$ cat src/rtl/rxpo_pkg.sv
// constants shared by both ends of the receive payload output port
// assumes a DS3 framer core that delivers inbound bits one at a time
package rxpo_pkg;

  // payload nibble width on the parallel bus
  localparam int NIB_W = 4;
  // entries in the buffer ahead of the output logic
  localparam int BUF_DEPTH = 2;

  // layout of one inbound stream entry
  localparam int ENTRY_W = 3;
  localparam int ENTRY_BIT_POS = 0;
  localparam int ENTRY_OH_POS = 1;
  localparam int ENTRY_SOF_POS = 2;

  // nibble slot: eight line clocks; the port clock is set from the last
  // two slots so that it falls on the same edge as the next bus load
  localparam logic [2:0] NIB_SLOT_IDLE = 3'h0;
  localparam logic [2:0] NIB_SLOT_FIRST = 3'h1;
  localparam logic [2:0] NIB_CLK_RISE = 3'h6;
  localparam logic [2:0] NIB_CLK_HOLD = 3'h7;
  localparam logic [2:0] NIB_CNT_FULL = 3'h4;

  // terminal side groups four serial payload bits into one word
  localparam logic [1:0] WORD_LAST = 2'h3;

  // reference figures of the port
  localparam int DS3_BIT_RATE_HZ = 44736000;
  localparam int NIBBLES_PER_FRAME = 1176;

endpackage

$ cat src/rtl/rxpo_link_if.sv
// pins between the framer's receive payload port and terminal equipment
// assumes the testbench instantiates it and joins both ends to it
`timescale 1ns/1ns
`default_nettype none

interface rxpo_link_if;
  import rxpo_pkg::*;

  logic rx_payload_port_clock;
  logic rx_serial_payload_out;
  logic [NIB_W-1:0] rx_payload_nibble_bus;
  logic rx_overhead_bit_marker;
  logic rx_start_of_frame_pulse;
  logic nibble_mode_select;

  modport device (
    output rx_payload_port_clock,
    output rx_serial_payload_out,
    output rx_payload_nibble_bus,
    output rx_overhead_bit_marker,
    output rx_start_of_frame_pulse,
    input nibble_mode_select
  );

  modport terminal (
    input rx_payload_port_clock,
    input rx_serial_payload_out,
    input rx_payload_nibble_bus,
    input rx_overhead_bit_marker,
    input rx_start_of_frame_pulse,
    output nibble_mode_select
  );

endinterface

`default_nettype wire

$ cat src/rtl/rxpo_device.sv
// receive payload output port of one DS3 framer channel (device end)
// assumes the framer core hands over inbound bits on the recovered line
// clock, which runs at twice the DS3 bit rate; reset_i is synchronous to it
`timescale 1ns/1ns
`default_nettype none

module rxpo_device
  import rxpo_pkg::*;
#(
  parameter int DEPTH = BUF_DEPTH
) (
  // link clock and reset
  input wire logic recovered_line_clock_i,
  input wire logic reset_i,
  // inbound stream from the framer core
  input wire logic in_bit_i,
  input wire logic in_overhead_i,
  input wire logic in_sof_i,
  input wire logic in_valid_i,
  output logic in_ready_o,
  // terminal equipment pins
  rxpo_link_if.device link
);
  logic mode_s1_reg;
  logic nib_mode_reg;

  logic [ENTRY_W-1:0] head;
  logic head_valid;
  logic pop;

  logic ser_phase_reg;
  logic ser_load;
  logic ser_bit_reg;
  logic marker_reg;

  logic [NIB_W-1:0] acc_reg;
  logic [2:0] acc_cnt_reg;
  logic acc_sof_reg;
  logic pend_sof_reg;
  logic nib_pop;
  logic nib_load;
  logic [2:0] slot_reg;
  logic [NIB_W-1:0] nib_bus_reg;

  logic frame_reg;
  logic port_clk_reg;

  // a word waiting on a slow output slot stalls the framer, not drops
  rxpo_buffer #(
    .WIDTH(ENTRY_W),
    .DEPTH(DEPTH)
  ) u_buffer (
    .clk_i(recovered_line_clock_i),
    .reset_i(reset_i),
    .wr_data_i({in_sof_i, in_overhead_i, in_bit_i}),
    .wr_valid_i(in_valid_i),
    .wr_ready_o(in_ready_o),
    .rd_data_o(head),
    .rd_valid_o(head_valid),
    .rd_ready_i(pop)
  );

  // mode select is a pin from the terminal's domain
  always_ff @(posedge recovered_line_clock_i) begin
    if (reset_i) begin
      mode_s1_reg <= 1'b0;
      nib_mode_reg <= 1'b0;
    end else begin
      mode_s1_reg <= link.nibble_mode_select;
      nib_mode_reg <= mode_s1_reg;
    end
  end

  assign ser_load = !nib_mode_reg && !ser_phase_reg;
  assign nib_pop = nib_mode_reg && head_valid && (acc_cnt_reg != NIB_CNT_FULL);
  assign nib_load = nib_mode_reg && (slot_reg == NIB_SLOT_IDLE) &&
                    (acc_cnt_reg == NIB_CNT_FULL);
  assign pop = (ser_load && head_valid) || nib_pop;

  // serial bit slot: two line clocks per bit, free running
  always_ff @(posedge recovered_line_clock_i) begin
    if (reset_i || nib_mode_reg) begin
      ser_phase_reg <= 1'b0;
    end else begin
      ser_phase_reg <= ~ser_phase_reg;
    end
  end

  // serial data and overhead marker, loaded as the port clock rises
  always_ff @(posedge recovered_line_clock_i) begin
    if (reset_i || nib_mode_reg) begin
      ser_bit_reg <= 1'b0;
      marker_reg <= 1'b0;
    end else if (ser_load) begin
      if (head_valid) begin
        ser_bit_reg <= head[ENTRY_BIT_POS];
        marker_reg <= head[ENTRY_OH_POS];
      end else begin
        // an underrun still needs a clock; flag the filler as overhead
        ser_bit_reg <= 1'b0;
        marker_reg <= 1'b1;
      end
    end
  end

  // nibble assembly: overhead bits are dropped, earliest bit ends in MSB
  always_ff @(posedge recovered_line_clock_i) begin
    if (reset_i || !nib_mode_reg) begin
      acc_reg <= '0;
      acc_cnt_reg <= '0;
      acc_sof_reg <= 1'b0;
      pend_sof_reg <= 1'b0;
    end else if (nib_load) begin
      acc_cnt_reg <= '0;
    end else if (nib_pop) begin
      if (head[ENTRY_OH_POS]) begin
        pend_sof_reg <= pend_sof_reg | head[ENTRY_SOF_POS];
      end else begin
        acc_reg <= {acc_reg[NIB_W-2:0], head[ENTRY_BIT_POS]};
        acc_cnt_reg <= acc_cnt_reg + 3'h1;
        if (acc_cnt_reg == '0) begin
          acc_sof_reg <= pend_sof_reg | head[ENTRY_SOF_POS];
          pend_sof_reg <= 1'b0;
        end else begin
          pend_sof_reg <= pend_sof_reg | head[ENTRY_SOF_POS];
        end
      end
    end
  end

  // nibble slot counter: load at the falling edge, high for the last two
  always_ff @(posedge recovered_line_clock_i) begin
    if (reset_i || !nib_mode_reg) begin
      slot_reg <= NIB_SLOT_IDLE;
    end else if (nib_load) begin
      slot_reg <= NIB_SLOT_FIRST;
    end else if (slot_reg != NIB_SLOT_IDLE) begin
      slot_reg <= slot_reg + 3'h1;
    end
  end

  always_ff @(posedge recovered_line_clock_i) begin
    if (reset_i || !nib_mode_reg) begin
      nib_bus_reg <= '0;
    end else if (nib_load) begin
      nib_bus_reg <= acc_reg;
    end
  end

  // start-of-frame marker for either mode
  always_ff @(posedge recovered_line_clock_i) begin
    if (reset_i) begin
      frame_reg <= 1'b0;
    end else if (ser_load) begin
      frame_reg <= head_valid && head[ENTRY_SOF_POS];
    end else if (nib_load) begin
      frame_reg <= acc_sof_reg;
    end
  end

  // port clock: half line rate in serial, one short pulse per nibble
  always_ff @(posedge recovered_line_clock_i) begin
    if (reset_i) begin
      port_clk_reg <= 1'b0;
    end else if (nib_mode_reg) begin
      port_clk_reg <= (slot_reg == NIB_CLK_RISE) ||
                      (slot_reg == NIB_CLK_HOLD);
    end else begin
      port_clk_reg <= ~ser_phase_reg;
    end
  end

  assign link.rx_payload_port_clock = port_clk_reg;
  assign link.rx_serial_payload_out = ser_bit_reg;
  assign link.rx_overhead_bit_marker = marker_reg;
  assign link.rx_payload_nibble_bus = nib_bus_reg;
  assign link.rx_start_of_frame_pulse = frame_reg;

endmodule

`default_nettype wire

$ cat src/rtl/rxpo_buffer.sv
// small first-in first-out buffer with valid/ready on both sides
// assumes both sides share one clock and a synchronous reset
`timescale 1ns/1ns
`default_nettype none

module rxpo_buffer #(
  parameter int WIDTH = 3,
  parameter int DEPTH = 2
) (
  // clock and reset
  input wire logic clk_i,
  input wire logic reset_i,
  // filling side
  input wire logic [WIDTH-1:0] wr_data_i,
  input wire logic wr_valid_i,
  output logic wr_ready_o,
  // draining side
  output logic [WIDTH-1:0] rd_data_o,
  output logic rd_valid_o,
  input wire logic rd_ready_i
);
  localparam int AW = (DEPTH > 1) ? $clog2(DEPTH) : 1;
  localparam logic [AW:0] FULL_COUNT = (AW+1)'(DEPTH);

  function automatic logic [AW-1:0] next_ptr(input logic [AW-1:0] p);
    if (p == AW'(DEPTH - 1)) begin
      return '0;
    end
    return p + AW'(1);
  endfunction

  logic [WIDTH-1:0] mem [DEPTH];
  logic [AW-1:0] wr_ptr_reg;
  logic [AW-1:0] rd_ptr_reg;
  logic [AW:0] count_reg;
  logic push;
  logic pull;

  assign wr_ready_o = (count_reg != FULL_COUNT);
  assign rd_valid_o = (count_reg != '0);
  assign rd_data_o = mem[rd_ptr_reg];
  assign push = wr_valid_i & wr_ready_o;
  assign pull = rd_valid_o & rd_ready_i;

  always_ff @(posedge clk_i) begin
    if (push) begin
      mem[wr_ptr_reg] <= wr_data_i;
    end
  end

  always_ff @(posedge clk_i) begin
    if (reset_i) begin
      wr_ptr_reg <= '0;
      rd_ptr_reg <= '0;
    end else begin
      if (push) begin
        wr_ptr_reg <= next_ptr(wr_ptr_reg);
      end
      if (pull) begin
        rd_ptr_reg <= next_ptr(rd_ptr_reg);
      end
    end
  end

  always_ff @(posedge clk_i) begin
    if (reset_i) begin
      count_reg <= '0;
    end else if (push && !pull) begin
      count_reg <= count_reg + (AW+1)'(1);
    end else if (pull && !push) begin
      count_reg <= count_reg - (AW+1)'(1);
    end
  end

endmodule

`default_nettype wire

$ cat src/flat_wrapper.sv
// flat-port wrapper written by rule: the top's interface ports become plain ports
module rxpo_device_flat import rxpo_pkg::*;
#(
  parameter int DEPTH = BUF_DEPTH
)
  (recovered_line_clock_i, reset_i, in_bit_i, in_overhead_i, in_sof_i, in_valid_i, in_ready_o, link_rx_payload_port_clock, link_rx_serial_payload_out, link_rx_payload_nibble_bus, link_rx_overhead_bit_marker, link_rx_start_of_frame_pulse, link_nibble_mode_select);
  rxpo_link_if link_i ();
  input wire logic recovered_line_clock_i;
  input wire logic reset_i;
  input wire logic in_bit_i;
  input wire logic in_overhead_i;
  input wire logic in_sof_i;
  input wire logic in_valid_i;
  output logic in_ready_o;
  output wire logic [$bits(link_i.rx_payload_port_clock)-1:0] link_rx_payload_port_clock;
  output wire logic [$bits(link_i.rx_serial_payload_out)-1:0] link_rx_serial_payload_out;
  output wire logic [$bits(link_i.rx_payload_nibble_bus)-1:0] link_rx_payload_nibble_bus;
  output wire logic [$bits(link_i.rx_overhead_bit_marker)-1:0] link_rx_overhead_bit_marker;
  output wire logic [$bits(link_i.rx_start_of_frame_pulse)-1:0] link_rx_start_of_frame_pulse;
  input wire logic [$bits(link_i.nibble_mode_select)-1:0] link_nibble_mode_select;
  assign link_rx_payload_port_clock = link_i.rx_payload_port_clock;
  assign link_rx_serial_payload_out = link_i.rx_serial_payload_out;
  assign link_rx_payload_nibble_bus = link_i.rx_payload_nibble_bus;
  assign link_rx_overhead_bit_marker = link_i.rx_overhead_bit_marker;
  assign link_rx_start_of_frame_pulse = link_i.rx_start_of_frame_pulse;
  assign link_i.nibble_mode_select = link_nibble_mode_select;
  rxpo_device #(.DEPTH(DEPTH)) u_core (.recovered_line_clock_i(recovered_line_clock_i), .reset_i(reset_i), .in_bit_i(in_bit_i), .in_overhead_i(in_overhead_i), .in_sof_i(in_sof_i), .in_valid_i(in_valid_i), .in_ready_o(in_ready_o), .link(link_i));
endmodule
$ cat config.mk
export PLATFORM = sky130hd
export DESIGN_NAME = rxpo_device_flat
export DESIGN_NICKNAME = d
export VERILOG_FILES = /design/src/rtl/rxpo_pkg.sv /design/src/rtl/rxpo_link_if.sv /design/src/rtl/rxpo_device.sv /design/src/rtl/rxpo_buffer.sv /design/src/flat_wrapper.sv
export SDC_FILE = /design/constraint.sdc
export NUM_CORES = 1
export LEC_CHECK = 0
export ABC_CLOCK_PERIOD_IN_PS = 3700
export BUFFER_PORTS_ARGS = -buffer_cell sky130_fd_sc_hd__buf_2
export CORE_UTILIZATION = 55
export CTS_BUF_LIST = sky130_fd_sc_hd__clkbuf_8
export DETAILED_ROUTE_END_ITERATION = 12
export HOLD_SLACK_MARGIN = 0.05
export PLACE_DENSITY = 0.81
export SYNTH_ARGS = -nofsm -noshare
export SYNTH_HDL_FRONTEND = slang
export SYNTH_SLANG_ARGS = --single-unit
export TNS_END_PERCENT = 10
$ cat constraint.sdc
create_clock -name recovered_line_clock_i -period 3.7 [get_ports recovered_line_clock_i]
set_input_delay 0.185 -clock recovered_line_clock_i [delete_from_list [all_inputs] [get_ports recovered_line_clock_i]]
set_output_delay 0.185 -clock recovered_line_clock_i [all_outputs]
set_load 0.05 [all_outputs]
==> impl_metrics.tcl, run 1 <==
set metrics [dict create \
    hold_path.class "in -> reg" \
    fp.dieH_um 55.0 \
    rsz0062_at_grt "no" \
    post_cts_resized 0 \
    finalWirelength_um 2860 \
    die_w_um 55.0 \
    drt-initial-drc-count 16 \
    gr-usage-all-layers 0.229 \
    start_util 0.602 \
    worstPathRequired_ns 3.91 \
    cp-end-kind "register" \
    gp_congestion 0.779 \
    ir_worst_vdd_uv 444 \
    grt-ovfl-total 0 \
    async_flop_share 0 \
    yosysMostFrequentCell "dfxtp_1" \
    worstSkewPairLatency_ns 0.28 \
    max_cap_viol_count 0 \
    finalNonFillerCells 187 \
    relSlewSlack 0.531 \
    nNetsFinal 171 \
    synthCells 141 \
    std_cell_rows 18 \
    final_util 0.660 \
    clock_skew_ns 0.00801 \
    tightest_slew_ns 0.702 \
    power-per-cell-area_nw_per_um2 584 \
    clock_path_buffers 2 \
    syn_area_per_cell_um2 11.0 \
    yosysSeqAreaShare 0.479 \
    wl_per_cell_um 15.3 \
    synthTopCellsByCount "dfxtp_1 (28), mux2i_1 (10), nand3_1 (10)" \
    synthTopCellsByArea "dfxtp_1 (36%), edfxtp_1 (12%), mux2i_1 (6.5%)" \
    finalInstanceArea_um2 1690 \
    placed_cells 180 \
    synth.top_cell.area_share 0.363 \
    p_leak_nw 0.683 \
    drive_gt1_frac 0.210 \
    fmax_ghz 0.497 \
    p_total_mw 0.990 \
    fin_crit_ns 2.01 \
    cts_tree "yes" \
    io_pins 16 \
    cts_sinks 34 \
    met1_usage 0.276 \
    path_clk_slew_ns 0.07 \
    dpl_worst_slack_ns 1.70 \
    final.period_utilization 0.544 \
    n_antenna_cell 0 \
    hpwl_um 2110 \
    critical_path_class "reg -> reg" \
    numCtsBuffers 5 \
    routed-via-count 1065 \
    yosysTopAreaCell "dfxtp_1" \
    drc 0 \
    grt.busiest_layer "met2" \
    cts_setup_buffers 0 \
    placed_cell_area_um2 1610 \
    slew_violations 0 \
    viasPerCell 5.70 \
    grt_pass1_vias 956 \
    grt_max_degree 20 \
    synth_nets 155 \
    fin_ws_ns 1.69 \
    dieArea_um2 3030 \
    synth_edf_count 6 \
    cts_hold_buffers 0 \
    coreArea_um2 2570 \
    largest_reg_flops 6 \
    crit_path_start_kind "register" \
    ys_warn_count 0 \
    whs_ns 0.0943 \
    gr-usage-met3 0.0628 \
    final-setup-viol-count 0 \
    finalHoldViolations 0 \
    synth-main-ff-cell "dfxtp_1" \
    antenna_left 0 \
    crit_arrival_ns 2.23 \
    ys_types 44 \
    firstDrtPassIters 4 \
    antenna_found_initial 0 \
    synthToLayoutAreaGrowth_pct 9.64 \
    cp_max_fo 19 \
    syn_area_um2 1550 \
    status "complete, no violations" \
    port_buffers 15 \
    grt_use_met2 0.365 \
    cts_root_buf "clkbuf_8" \
    h-tree-depth 2 \
    fin_tns_setup_ns 0 \
    grt_pass1_wl_um 4620 \
    synth-seq-cells 34 \
]
==> cells by family (layout without fill, tap and decap cells) <==
| kind of cell | count (synthesis) | count (layout) | synth area share |
|---|---|---|---|
| buffers and inverters | 13 | 29 | 0.0494 |
| XOR/XNOR | 3 | 3 | 0.0170 |
| multiplexers | 14 | 14 | 0.0939 |
| AO/OA/AOI/OAI | 26 | 26 | 0.132 |
| AND/OR/NAND/NOR | 44 | 44 | 0.172 |
| flip-flops | 34 | 34 | 0.479 |
| adder cells (fa/ha/maj) | 7 | 7 | 0.0567 |
==> power breakdown <==
part           switching, mW  leakage (nW)  internal, mW
Clock                  0.123        0.0485         0.145
Sequential            0.0386         0.284         0.417
Combinational          0.149         0.351         0.119
==> worst paths after layout <==
check,start,endpoint,slack [ns],depth (start not counted)
worst max-delay path,u_core.nib_mode_reg$_SDFF_PP0_,u_core.u_buffer.count_reg[1]$_SDFFE_PP0P_,1.69,5
worst min-delay path,in_bit_i,u_core.u_buffer.mem[1][0]$_DFFE_PP_,0.09,1
worst max register to register,u_core.nib_mode_reg$_SDFF_PP0_,u_core.u_buffer.count_reg[1]$_SDFFE_PP0P_,1.69,5
worst min register to register,u_core.mode_s1_reg$_SDFF_PP0_,u_core.nib_mode_reg$_SDFF_PP0_,0.45,1
==> area by class of cell <==
cell class	count	area [um^2]
clock buffer	6	82.6
clock inverter	1	3.75
fill	208	873
inverter	7	26.3
multi-input combinational	94	728
sequential	34	741
tap	30	37.5
timing repair buffer	15	75.1
==> layout by cell type (no fill, tap or decap), types with 2 or more instances in the layout <==
| cell | netlist | routed |
|---|---|---|
| clkbuf_8 | 0 | 6 |
| buf_2 | 1 | 15 |
| and3_1 | 3 | 3 |
| o21ai_0 | 8 | 8 |
| nor2b_1 | 3 | 3 |
| edfxtp_1 | 6 | 6 |
| a21oi_1 | 7 | 7 |
| nor2_1 | 3 | 3 |
| mux2_2 | 2 | 2 |
| nand3_1 | 10 | 10 |
| nand4_1 | 2 | 2 |
| nand2_1 | 6 | 6 |
| xor2_1 | 2 | 2 |
| mux2i_1 | 10 | 10 |
| a31oi_1 | 2 | 2 |
| ha_1 | 7 | 7 |
| dfxtp_1 | 28 | 28 |
| inv_1 | 7 | 8 |
| nand2b_1 | 3 | 3 |
| nor3_1 | 3 | 3 |
| mux2_1 | 2 | 2 |
==> routing by layer <==
metal	part of all wire	vias up	wire length (um)
li1	-	535	-
met5	0	-	0
met4	0.024	0	68
met2	0.48	20	1370
met1	0.46	503	1310
met3	0.036	7	104
==> worst max-delay path, cell delays in order (launching register included) <==
cell and delay [ns]:
dfxtp_1 0.77, nor2_4 0.12, a22oi_4 0.26, ha_1 0.30
or3_1 0.35, a21oi_1 0.13
No activity file was read; power rests on OpenSTA's default activity.
==> run 2, diff against run 1 <==
--- a/config.mk
+++ b/config.mk
@@ -5,13 +5,13 @@
 export SDC_FILE = /design/constraint.sdc
 export NUM_CORES = 1
 export LEC_CHECK = 0
-export ABC_CLOCK_PERIOD_IN_PS = 3700
+export ABC_CLOCK_PERIOD_IN_PS = 1700
 export BUFFER_PORTS_ARGS = -buffer_cell sky130_fd_sc_hd__buf_2
-export CORE_UTILIZATION = 55
+export CORE_UTILIZATION = 54
 export CTS_BUF_LIST = sky130_fd_sc_hd__clkbuf_8
 export DETAILED_ROUTE_END_ITERATION = 12
 export HOLD_SLACK_MARGIN = 0.05
-export PLACE_DENSITY = 0.81
+export PLACE_DENSITY = 0.83
 export SYNTH_ARGS = -nofsm -noshare
 export SYNTH_HDL_FRONTEND = slang
 export SYNTH_SLANG_ARGS = --single-unit
==> constraint.sdc (replaced) <==
create_clock -name recovered_line_clock_i -period 1.7 [get_ports recovered_line_clock_i]
set_input_delay 0.085 -clock recovered_line_clock_i [delete_from_list [all_inputs] [get_ports recovered_line_clock_i]]
set_output_delay 0.085 -clock recovered_line_clock_i [all_outputs]
set_load 0.05 [all_outputs]
==> run 2 against run 1 <==
Highest routed layer unchanged; utilization rose by 3.6 points; critical path type unchanged; critical endpoint unchanged; hold slack better by 0.020 ns; combinational power increased to 3.3 times the previous value; worst setup slack lost 1.7 ns; fmax is 17% higher; the flow now finishes with violations (setup timing); cell area grew 12%; non-clock buffer count up 20.
==> impl_metrics.tcl, run 2 (synthesized netlist as in run 1, its figures left out) <==
set metrics [dict create \
    routed-via-count 1199 \
    nNetsFinal 191 \
    n_antenna_cell 0 \
    p_sw_mw 0.796 \
    hold_path.class "in -> reg" \
    worstPathRequired_ns 1.92 \
    start_util 0.565 \
    ir_worst_vdd_uv 1180 \
    die_w_um 55.5 \
    finalNonFillerCells 209 \
    tightest_slew_ns 0.431 \
    met3_length_um 166 \
    firstDrtPassIters 4 \
    grt_pass1_vias 1197 \
    grt-ovfl-total 0 \
    final-setup-viol-count 1 \
    crit_path_start "u_core.u_buffer.count_reg[0]$_SDFFE_PP0P_" \
    numCtsBuffers 5 \
    p_sw_frac 0.325 \
    drt-initial-drc-count 36 \
    fin_tns_setup_ns -0.0223 \
    cp_max_fo 5 \
    clock_path_buffers 2 \
    routed.top_layer "met4" \
    fin_ws_ns -0.0223 \
    seq_power_share 0.412 \
    port_buffers 15 \
    fp.dieH_um 55.5 \
    antenna_found_initial 0 \
    cts_tree "yes" \
    p_total_mw 2.45 \
    cts_root_buf "clkbuf_8" \
    wl_per_cell_um 16.6 \
    ff_latch_area_um2 751 \
    dieArea_um2 3080 \
    critical_path_class "reg -> reg" \
    slew_violations 0 \
    power-per-cell-area_nw_per_um2 1290 \
    intPower_mw 1.65 \
    coreArea_um2 2730 \
    viasPerCell 5.74 \
    std_cell_rows 19 \
    gr-usage-all-layers 0.226 \
    p_clk_frac 0.230 \
    mostFrequentLayoutCell "dfxtp_1" \
    rsz0062_at_grt "yes" \
    h-tree-depth 2 \
    final.period_utilization 1.01 \
    io_pins 16 \
    worstSkewPairLatency_ns 0.29 \
    cp-end-kind "register" \
    fin_crit_ns 1.72 \
    synthToLayoutAreaGrowth_pct 23.1 \
    failed_checks "setup timing" \
    finalHoldViolations 0 \
    clock_skew_ns 0.00294 \
    relSlewSlack 0.713 \
    status "complete, but fails checks" \
    multi_input_area_um2 769 \
    nFillCells 203 \
    wl_met1_um 1340 \
    crit_arrival_ns 1.94 \
    placed_cells 190 \
    r2r-start "u_core.u_buffer.count_reg[0]$_SDFFE_PP0P_" \
    fmax_ghz 0.581 \
    hpwl_um 2110 \
    p_leak_nw 0.791 \
    antenna_left 0 \
    wl_met2_um 1860 \
    grt_max_degree 18 \
    hold_start "in_valid_i" \
    largest_reg_flops 6 \
    grt_pass1_wl_um 5210 \
    crit_path_start_kind "register" \
    combinationalPowerShare 0.358 \
    drive_gt1_frac 0.337 \
    final_util 0.696 \
    finalWirelength_um 3470 \
    drc 0 \
    gp_congestion 0.808 \
    mostFrequentLayoutCells "dfxtp_1 (24), buf_4 (16), buf_2 (15)" \
    path_clk_slew_ns 0.07 \
    cts_sinks 34 \
    max_cap_viol_count 0 \
]
==> run 2: cell types whose count changed in the layout (fill, tap and decap cells not counted), moves of 2 or more <==
cell,previous run,this run
dlygate4sd3_1,0,4
ha_1,7,5
ha_4,0,2
dfxtp_4,0,2
dfxtp_1,28,24
inv_2,0,2
inv_1,8,6
buf_4,0,16
dfxtp_2,0,2
==> run 2: power by group through the flow <==
stage / combinational (mW) / clock (mW) / sequential [mW]
after CTS: 0.704 / 0.568 / 0.998
after global routing: 0.928 / 0.587 / 1.02
final: 0.876 / 0.564 / 1.01
after global placement: 0.621 / 0 / 1.00
after floorplan: 0.450 / 0 / 1.04
after detailed placement: 0.657 / 0 / 1.01
==> run 2: cell type report <==
type                            count  area share
Tap cell                           31      0.0204
Clock buffer                        5      0.0362
Inverter                            7      0.0138
Timing Repair Buffer               35       0.124
Sequential cell                    34       0.395
Multi-Input combinational cell     94       0.405
Clock inverter                      3     0.00658
==> run 2: path summary, 6_finish.rpt <==
check	end	slack [ns]	cells after the start
max reg2reg	u_core.u_buffer.count_reg[1]$_SDFFE_PP0P_	-0.02	5
min	u_core.u_buffer.wr_ptr_reg$_SDFFE_PP0P_	0.11	3
max	u_core.u_buffer.count_reg[1]$_SDFFE_PP0P_	-0.02	5
min reg2reg	u_core.nib_mode_reg$_SDFF_PP0_	0.45	1
==> run 2: metrics by stage <==
stage,hold slack [ns],cell area [um^2],worst slack [ns]
floorplan,0.184,1560,0.00552
finish,0.115,1900,-0.0223
global route,0.121,1900,-0.0628
detailed placement,0.281,1690,-0.110
global placement,0.273,1690,0.0462
CTS,0.106,1830,0.00761
==> run 2: critical path, stage by stage, from the launching register on <==
cell and delay [ns]:
dfxtp_4 0.37, or2_4 0.28, a22oi_4 0.24, ha_4 0.24
or3_4 0.37, a21oi_2 0.15
==> run 2: what timing repair did <==
action | CTS | global route
setup buffers | 0 | 7
hold buffers | 4 | 0
endpoints found under the setup margin | 1 | 4
resized for setup | 6 | 6
pin swaps | 2 | 5
hold endpoints to repair | 7 | 0
==> run 2: routing by layer <==
metal / GRT usage / vias up
li1: - / 577
met1: 0.254 / 573
met2: 0.380 / 35
met3: 0.0585 / 14
met4: 0.139 / 0
met5: 0 / -
